===== src/include/pst_map.vh =====
`ifndef PST_MAP_VH
`define PST_MAP_VH
// Panel geometry
`define PST_ROWS 320
`define PST_COLS 720
`define PST_GRAY_LEVELS 64
// Sync output modes
`define PST_MODE_VBLANK 1'b0
`define PST_MODE_VHBLANK 1'b1
// Oscillator
`define PST_BASE_KHZ 2850
`define PST_CLK_KHZ 250000
`define PST_TRIM_RESET 4'h8
// Line timing in base clock ticks, vertical blanking in lines
`define PST_LINE_TICKS 16'd190
`define PST_LINE_BLANK_TICKS 16'd40
`define PST_VBLANK_LINES 9'd8
// Longest horizontal high interval of the sync output
`define PST_HHIGH_MAX_US 500
`endif


===== src/core/pst_base_clock.v =====
`timescale 1ns/1ps
`include "pst_map.vh"

// Trimmed tick generator standing in for the RC oscillator
module pst_base_clock #(
    parameter CLK_KHZ = `PST_CLK_KHZ,
    parameter BASE_KHZ = `PST_BASE_KHZ
) (
    input wire clk,
    input wire rst,
    input wire [3:0] oscFreqTrim,
    output reg baseTick
);
    localparam integer NOMDIV = CLK_KHZ / BASE_KHZ;
    reg [7:0] divCnt_q;
    wire [7:0] divEnd;

    // Trim moves the period by -8..+7 steps around nominal
    assign divEnd = NOMDIV[7:0] + {4'h0, oscFreqTrim} - 8'h08 - 8'h01;

    always @(posedge clk) begin
        if (rst) begin
            divCnt_q <= 8'h00;
            baseTick <= 1'b0;
        end else if (divCnt_q >= divEnd) begin
            divCnt_q <= 8'h00;
            baseTick <= 1'b1;
        end else begin
            divCnt_q <= divCnt_q + 8'h01;
            baseTick <= 1'b0;
        end
    end
endmodule // pst_base_clock


===== src/core/pst_panel_timing.v =====
`timescale 1ns/1ps
`include "pst_map.vh"

module pst_panel_timing #(
    parameter ROWS = `PST_ROWS,
    parameter COLS = `PST_COLS,
    parameter CLK_KHZ = `PST_CLK_KHZ
) (
    input wire clk,
    input wire rst,
    input wire syncOnCmd,
    input wire syncOffCmd,
    input wire [7:0] syncOnParam,
    input wire rgbIfActive,
    input wire sleepIn,
    input wire [8:0] syncLineDelay,
    input wire [3:0] oscFreqTrim,
    input wire rowInterleave,
    input wire rowOrderFlip,
    input wire [5:0] pixelLevel,
    input wire [37:0] grayAdjPos,
    input wire [37:0] grayAdjNeg,
    output reg panelSyncPulse,
    output reg [ROWS-1:0] rowOn,
    output reg [COLS-1:0] colPolarity,
    output reg [5:0] colLevel,
    output reg [37:0] grayAdjActive,
    output reg baseTickOut
);
    localparam integer HHIGH_CYC = `PST_HHIGH_MAX_US * (CLK_KHZ / 1000);
    // Row count and half row count at the width of the line counter
    localparam [8:0] ROWS9 = ROWS[8:0];
    localparam [8:0] HALF9 = ROWS9 >> 1;
    localparam [2:0] ST_VBLANK = 3'b001;
    localparam [2:0] ST_ACTIVE = 3'b010;
    localparam [2:0] ST_HBLANK = 3'b100;

    wire baseTick;
    reg syncEn_q;
    reg syncMode_q;
    reg [2:0] state_q;
    reg [15:0] tick_q;
    reg [8:0] line_q;
    reg [8:0] scanRow;
    reg [19:0] highCnt_q;
    reg framePol_q;
    reg syncRaw;
    wire [8:0] half;
    wire lineEnd;

    ////////////////////////////////////////////////////////////////////////
    pst_base_clock #(
        .CLK_KHZ(CLK_KHZ)
    ) u_base (
        .clk(clk),
        .rst(rst),
        .oscFreqTrim(oscFreqTrim),
        .baseTick(baseTick)
    );

    ////////////////////////////////////////////////////////////////////////
    // Command latch for sync output
    always @(posedge clk) begin
        if (rst) begin
            syncEn_q <= 1'b0;
            syncMode_q <= `PST_MODE_VBLANK;
        end else if (syncOnCmd) begin
            syncEn_q <= 1'b1;
            syncMode_q <= syncOnParam[0];
        end else if (syncOffCmd) begin
            syncEn_q <= 1'b0;
        end
    end

    ////////////////////////////////////////////////////////////////////////
    // Line and frame sequencer
    assign lineEnd = baseTick && (tick_q == `PST_LINE_TICKS - 16'd1);

    always @(posedge clk) begin
        if (rst) begin
            state_q <= ST_VBLANK;
            tick_q <= 16'd0;
            line_q <= 9'd0;
            framePol_q <= 1'b0;
        end else begin
            if (baseTick) begin
                tick_q <= lineEnd ? 16'd0 : tick_q + 16'd1;
            end
            case (state_q)
                ST_VBLANK: begin
                    if (lineEnd) begin
                        if (line_q == `PST_VBLANK_LINES - 9'd1) begin
                            state_q <= ST_HBLANK;
                            line_q <= 9'd0;
                        end else begin
                            line_q <= line_q + 9'd1;
                        end
                    end
                end
                ST_HBLANK: begin
                    // Blank part of the line ends, refresh of the row starts
                    if (baseTick
                        && tick_q == `PST_LINE_BLANK_TICKS - 16'd1) begin
                        state_q <= ST_ACTIVE;
                    end
                end
                ST_ACTIVE: begin
                    if (lineEnd) begin
                        if (line_q == ROWS9 - 9'd1) begin
                            state_q <= ST_VBLANK;
                            line_q <= 9'd0;
                            framePol_q <= ~framePol_q;
                        end else begin
                            state_q <= ST_HBLANK;
                            line_q <= line_q + 9'd1;
                        end
                    end
                end
                default: begin
                    state_q <= ST_VBLANK;
                end
            endcase
        end
    end

    ////////////////////////////////////////////////////////////////////////
    // Scan order
    assign half = HALF9;

    always @* begin
        if (!rowInterleave) begin
            // Progressive scan, top down or bottom up
            if (rowOrderFlip) begin
                scanRow = ROWS9 - 9'd1 - line_q;
            end else begin
                scanRow = line_q;
            end
        end else if (!rowOrderFlip) begin
            // Index 0 is row 1: odd rows first, then even rows
            if (line_q < half) begin
                scanRow = {line_q[7:0], 1'b0};
            end else begin
                scanRow = {line_q[7:0] - half[7:0], 1'b1};
            end
        end else begin
            // Flipped: even rows from the bottom, then odd rows
            if (line_q < half) begin
                scanRow = ROWS9 - 9'd1
                    - {line_q[7:0], 1'b0};
            end else begin
                scanRow = ROWS9 - 9'd2
                    - {line_q[7:0] - half[7:0], 1'b0};
            end
        end
    end

    genvar r;
    generate
        for (r = 0; r < ROWS; r = r + 1) begin : g_row
            always @(posedge clk) begin
                if (rst) begin
                    rowOn[r] <= 1'b0;
                end else begin
                    // Only the row being refreshed sits at the on level
                    rowOn[r] <= (state_q == ST_ACTIVE)
                        && (scanRow == r);
                end
            end
        end
    endgenerate

    ////////////////////////////////////////////////////////////////////////
    // Column polarity alternates per column, per line and per frame
    genvar c;
    generate
        for (c = 0; c < COLS; c = c + 1) begin : g_col
            always @(posedge clk) begin
                if (rst) begin
                    colPolarity[c] <= 1'b0;
                end else begin
                    // Neighbouring columns always drive opposite polarity
                    colPolarity[c] <= framePol_q ^ line_q[0]
                        ^ (c % 2 == 1);
                end
            end
        end
    endgenerate

    always @(posedge clk) begin
        if (rst) begin
            colLevel <= 6'h00;
            grayAdjActive <= 38'h0;
        end else begin
            colLevel <= pixelLevel;
            // Even columns pick the set that matches their polarity
            if (framePol_q ^ line_q[0]) begin
                grayAdjActive <= grayAdjNeg;
            end else begin
                grayAdjActive <= grayAdjPos;
            end
        end
    end

    ////////////////////////////////////////////////////////////////////////
    // Sync output
    always @* begin
        if (syncMode_q == `PST_MODE_VBLANK) begin
            // Delay counts lines from the first visible row
            if (syncLineDelay == 9'd0) begin
                syncRaw = (state_q == ST_VBLANK);
            end else begin
                // High stretches over the first delay-1 visible lines
                syncRaw = (state_q == ST_VBLANK)
                    || ((state_q != ST_VBLANK)
                    && (line_q + 9'd1 < syncLineDelay));
            end
        end else begin
            // Mode 2 follows both vertical and horizontal blanking
            syncRaw = (state_q != ST_ACTIVE);
        end
    end

    always @(posedge clk) begin
        if (rst) begin
            highCnt_q <= 20'd0;
            panelSyncPulse <= 1'b0;
            baseTickOut <= 1'b0;
        end else begin
            baseTickOut <= baseTick;
            if (!panelSyncPulse || state_q == ST_VBLANK) begin
                highCnt_q <= 20'd0;
            end else begin
                highCnt_q <= highCnt_q + 20'd1;
            end
            if (sleepIn || rgbIfActive || !syncEn_q) begin
                panelSyncPulse <= 1'b0;
            end else if (syncMode_q == `PST_MODE_VHBLANK && state_q != ST_VBLANK
                && highCnt_q >= HHIGH_CYC - 1) begin
                panelSyncPulse <= 1'b0;
            end else begin
                panelSyncPulse <= syncRaw;
            end
        end
    end
endmodule // pst_panel_timing


===== config.mk =====
export PLATFORM = sky130hd
export DESIGN_NAME = pst_panel_timing
export DESIGN_NICKNAME = d
export VERILOG_FILES = /design/src/core/pst_base_clock.v /design/src/core/pst_panel_timing.v
export VERILOG_INCLUDE_DIRS = /design/src /design/src/include
export SDC_FILE = /design/constraint.sdc
export NUM_CORES = 1
export LEC_CHECK = 0
export BUFFER_PORTS_ARGS = -buffer_cell sky130_fd_sc_hd__clkbuf_2
export CELL_PAD_IN_SITES_DETAIL_PLACEMENT = 0
export CELL_PAD_IN_SITES_GLOBAL_PLACEMENT = 1
export CORE_AREA = 2 2 460 462
export CTS_CLUSTER_DIAMETER = 200
export CTS_CLUSTER_SIZE = 24
export DETAILED_ROUTE_END_ITERATION = 10
export DIE_AREA = 0 0 462 464
export HOLD_SLACK_MARGIN = 0.02
export PLACE_DENSITY = 0.34
export SLEW_MARGIN = 15
export SYNTH_ARGS = -nofsm -noshare
export SYNTH_HDL_FRONTEND = slang
export SYNTH_SLANG_ARGS = --single-unit
export TNS_END_PERCENT = 1

===== constraint.sdc =====
create_clock -name clk -period 13.02 [get_ports clk]
set_input_delay 1.302 -clock clk [delete_from_list [all_inputs] [get_ports clk]]
set_output_delay 1.302 -clock clk [all_outputs]
set_load 0.005 [all_outputs]

=== Yosys cells after proc, flatten, opt, wreduce, memory -nomap -nowiden ===
Cells that the tools add are included.

* Add/sub/neg operators: 11
* Muxes and demuxes: 23
* $lt $le $gt $ge: 4
* Bitwise gates (word level): 3
* Reductions and logical operators: 341
* Equal/unequal tests: 332

{| class="wikitable"
|+ Operator list
! kind !! number
|-
| == test 9 x 8 -> 1 bit (second input constant) || 128
|-
| == test 9 bit (second input constant) || 65
|-
| == test 9 x 7 -> 1 bit (second input constant) || 64
|-
| logical AND 1 bit || 325
|-
| == test 9 x 6 -> 1 bit (second input constant) || 32
|-
| == test 9 x 5 -> 1 bit (second input constant) || 16
|-
| 2-to-1 mux 9 bit || 9
|-
| == test 9 x 4 -> 1 bit (second input constant) || 8
|-
| == test 9 x 3 -> 1 bit (second input constant) || 5
|-
| 2-to-1 mux 38 bit || 1
|-
| subtractor 9 bit (first input constant) || 3
|-
| adder 20 x 1 -> 20 bit (second input constant) || 1
|-
| greater-or-equal comparator 20 x 17 -> 1 bit (second input constant) || 1
|-
| == test 9 x 2 -> 1 bit (second input constant) || 2
|-
| logical NOT 9 bit || 2
|-
| case mux 9 bit (2 select lines) || 1
|-
| adder 16 x 1 -> 16 bit (second input constant) || 1
|-
| == test 16 x 6 -> 1 bit (second input constant) || 1
|-
| == test 16 x 8 -> 1 bit (second input constant) || 1
|-
| 2-to-1 mux 16 bit || 1
|-
| 2-to-1 mux 3 bit || 5
|-
| adder 9 x 1 -> 9 bit (second input constant) || 1
|-
| == test 9 x 1 -> 1 bit (second input constant) || 1
|-
| less-than comparator 9 x 8 -> 1 bit (second input constant) || 1
|-
| other kinds (24) || 39
|}

* Output and inout bits: 1086
* Flip-flop bits (word level): 428

=== Logic depth before layout (Yosys ltp) ===
* Depth after elaboration: 7
* Gate-level depth with buffers: 13
* Mapped depth without buffers: 12

=== Hierarchy ===
A second synthesis with hierarchy kept.

* Cell total of the unflattened synthesis: 2106
* Area, all modules: 19520.0 um2

{| class="wikitable"
|+ Modules (own cells, without submodules)
! module !! cells an instance !! area an instance (um2) !! sequential area each (um2) !! times used
|-
| pst_panel_timing || 2056 || 18989.5 || 8388.0 || 1
|-
| pst_base_clock || 50 || 530.5 || 180.2 || 1
|}

=== Least setup slack after synthesis ===
OpenSTA, ideal clock, no wires.

* Kind: reg-to-output
* Start point: register, netlist name colPolarity[488]
* End point: output colPolarity[100]
* Path buffers: 1
* Slack: 4925 ps
* Data required time: 11718 ps
* Arrival time: 6793 ps
* Cell stages (with the launch flop): 2
* Path through: dfxtp_1 buf_4

{| class="wikitable"
|+ RTL lines
! item !! line !! RTL
|-
| to (decl) || pst_panel_timing.v:25 || <nowiki>output reg [COLS-1:0] colPolarity,</nowiki>
|}

==> impl_metrics.toml <==
[power]
peakVddDrop_v = 0.00008712
power_density_mw_per_mm2 = 97.85
leakage_nw = 10.51

[global_routing]
antenna_found_initial = 3
gr-usage-all-layers = 0.06137
grt_pass1_wl_um = 95350
first_global_vias = 11820
grt-ovfl-total = 0
grt_max_degree = 169

[cells_and_area]
syn2layout_area_growth_pct = 23.46
nNetsFinal = 2595
layout-drive-gt1-share = 0.5260
regArea_sq_mm = 0.008576
fillCellCount = 24110
multi_input_area_sq_mm = 0.004758
final_cell_count_no_fill = 5268

[yosys]
synth.top_cell.area_share = 0.4468
ys_seq_elements = 428
async_flop_share = 0
syn_inst = 2023
ys_top_cells_by_area = "dfxtp_1 45%, buf_4 29%, nor2_1 7.4%"
ys_types = 77
syn_area_sq_mm = 0.01918
synth-edff-count = 0
synthTopCellsByCount = "729 x buf_4, 428 x dfxtp_1, 379 x nor2_1, 39 x a22o_1, 39 x nand3_1"
synth_ff_type = "dfxtp_1"
syn_nets = 2158
yosysMostFrequentCell = "buf_4"
yosys.area.top_type = "dfxtp_1"
ys_warn_count = 0
avgSynthCellArea_sq_um = 9.479
synth_seq_area_share = 0.4468

[clocking]
clk_pin_slew_worst_paths_ps = 100
clock_sinks = 428
htree_num_levels = 1
root_buffer = "clkbuf_16"
postCtsSetupBuffers = 0
clkLatencyLatePin_ps = 630
tritoncts = "done"
numCtsBuffers = 22
cts_hold_buffers = 0
cts-resized-gates = 0
clock_path_buffers = 3

[place]
place_congestion = 0.6886
place_inst = 5241
detailed_place_hpwl_um = 56050
post-place-ws_ps = 8504
port-buffer-count = 1189

[critical_path]
setup.worst_path.end_class = "primary output"
cp_data_required_time_ps = 11720
cp-start-kind = "flip-flop"
crit_path_max_fanout = 168
critical_path_class = "flip-flop to primary output"
arrival_ps = 3420

[flow_run]
maxCapViolCount = 0

[drt]
initialDrtViolationCount = 517
ant_nets = 0
num_vias = 13150
drc = 0
avgViaCountPerCell = 2.496
routed_wl_um = 72230
drt-pass1-iter-count = 4
wl_per_cell_um = 13.71

[floorplan]
fp-row-count = 168
ioPinCount = 1197
die_h_um = 464
die_w_um = 462
die_area_sq_mm = 0.2144
initial_utilization = 0.09168
core_sq_mm = 0.2092

[timing]
finalCritPeriodShare = 0.3627
worst_pin_slew_ps = 986.1
rsz0062_at_grt = "false"
setup_slack_ps = 8298
maxSlewHeadroom = 0.3426
hold_viol = 0
setup_viol = 0
tns_ps = 0
drv_slew = 0
clock_skew_ps = 66.39
max_freq_ghz = 0.2118
min_period_ps = 4722

[run_status]
status = "completed"

[hold_path]
hp-class = "flip-flop to flip-flop"
[routing by layer]
metal  vias to the layer above  track usage  part of all wire  wire length (um)
met5                         -            0                 0                 0
met4                         0      0.01674             0.022              1553
met3                        47      0.01481             0.090              6481
met2                       737       0.1098              0.48             34950
met1                      5789      0.07203              0.40             29240
li1                       6574            -                 -                 -
[final timing paths]
check,depth (start not counted),start,slack [ps],to
worst min-delay path,1,highCnt_q[0]$_SDFF_PP0_,460,highCnt_q[0]$_SDFF_PP0_
worst max register to register,10,line_q[5]$_SDFFE_PP0P_,8660,rowOn[261]$_SDFF_PP0_
worst max-delay path,3,colPolarity[488]$_SDFF_PP0_,8300,colPolarity[694]
worst min register to register,1,highCnt_q[0]$_SDFF_PP0_,460,highCnt_q[0]$_SDFF_PP0_
[stage by stage]
stage / area [sq um] / util / hold slack (ps) / power (mW)
final: 23680 / 0.1132 / 458.1 / 2.317
after global routing: 23680 / 0.1132 / 482.4 / 2.432
after global placement: 23000 / 0.1100 / 435.1 / 1.528
after floorplan: 19180 / - / 417.9 / 1.545
after detailed placement: 23020 / 0.1101 / 440.4 / 1.525
after CTS: 23670 / 0.1131 / 462.3 / 2.390
[report_power, final]
part	leakage, nW	internal, mW	total, mW	switching [mW]
combinational	6.73	0.0700	0.165	0.0948
clock	0.311	0.337	0.830	0.492
sequential	3.46	1.32	1.32	0.00521
[critical path: stages (launching register included)]
cell,delay (ps)
dfxtp_4,770
buf_4,800
buf_6,740
clkbuf_2,250
[layout make-up]
class	count	area share
Multi-Input combinational cell	778	0.2010
Tap cell	2805	0.1482
Inverter	26	0.004122
Timing Repair Buffer	1204	0.2573
Clock inverter	3	0.003224
Antenna cell	1	0.0001057
Sequential cell	428	0.3622
Clock buffer	23	0.02383
[state kept, by name, summed over array words and instances (netlist names)]
register / count
panelSyncPulse: 1
u_base.divCnt_q: 8
baseTickOut: 1
u_base.baseTick: 1
grayAdjActive: 38
tick_q: 16
colLevel: 6
highCnt_q: 20
syncMode_q: 1
state_q: 3
framePol_q: 1
colPolarity: 2
rowOn: 320
line_q: 9
syncEn_q: 1
[cells by family after synthesis]
logic type,count (synthesis),share of synthesized area
AND/OR/NAND/NOR,580,0.1475
adder cells (fa/ha/maj),24,0.01566
multiplexers,11,0.008352
other,1,0.0001956
buffers and inverters,817,0.3073
XOR/XNOR,41,0.01873
flip-flops,428,0.4468
AO/OA/AOI/OAI,121,0.05540
[layout by cell type (no fill, tap or decap), types with 12 or more instances in the layout]
cell / count
inv_1: 25
a21oi_1: 13
xnor2_1: 20
nand2_1: 38
clkbuf_2: 1189
nand3_4: 16
xor2_1: 21
nand3_1: 39
ha_1: 24
o21ai_0: 12
clkbuf_16: 22
nor2_1: 378
a22o_1: 39
dfxtp_1: 426
buf_4: 12
nor2b_1: 14
No activity file was read; power rests on OpenSTA's default activity.
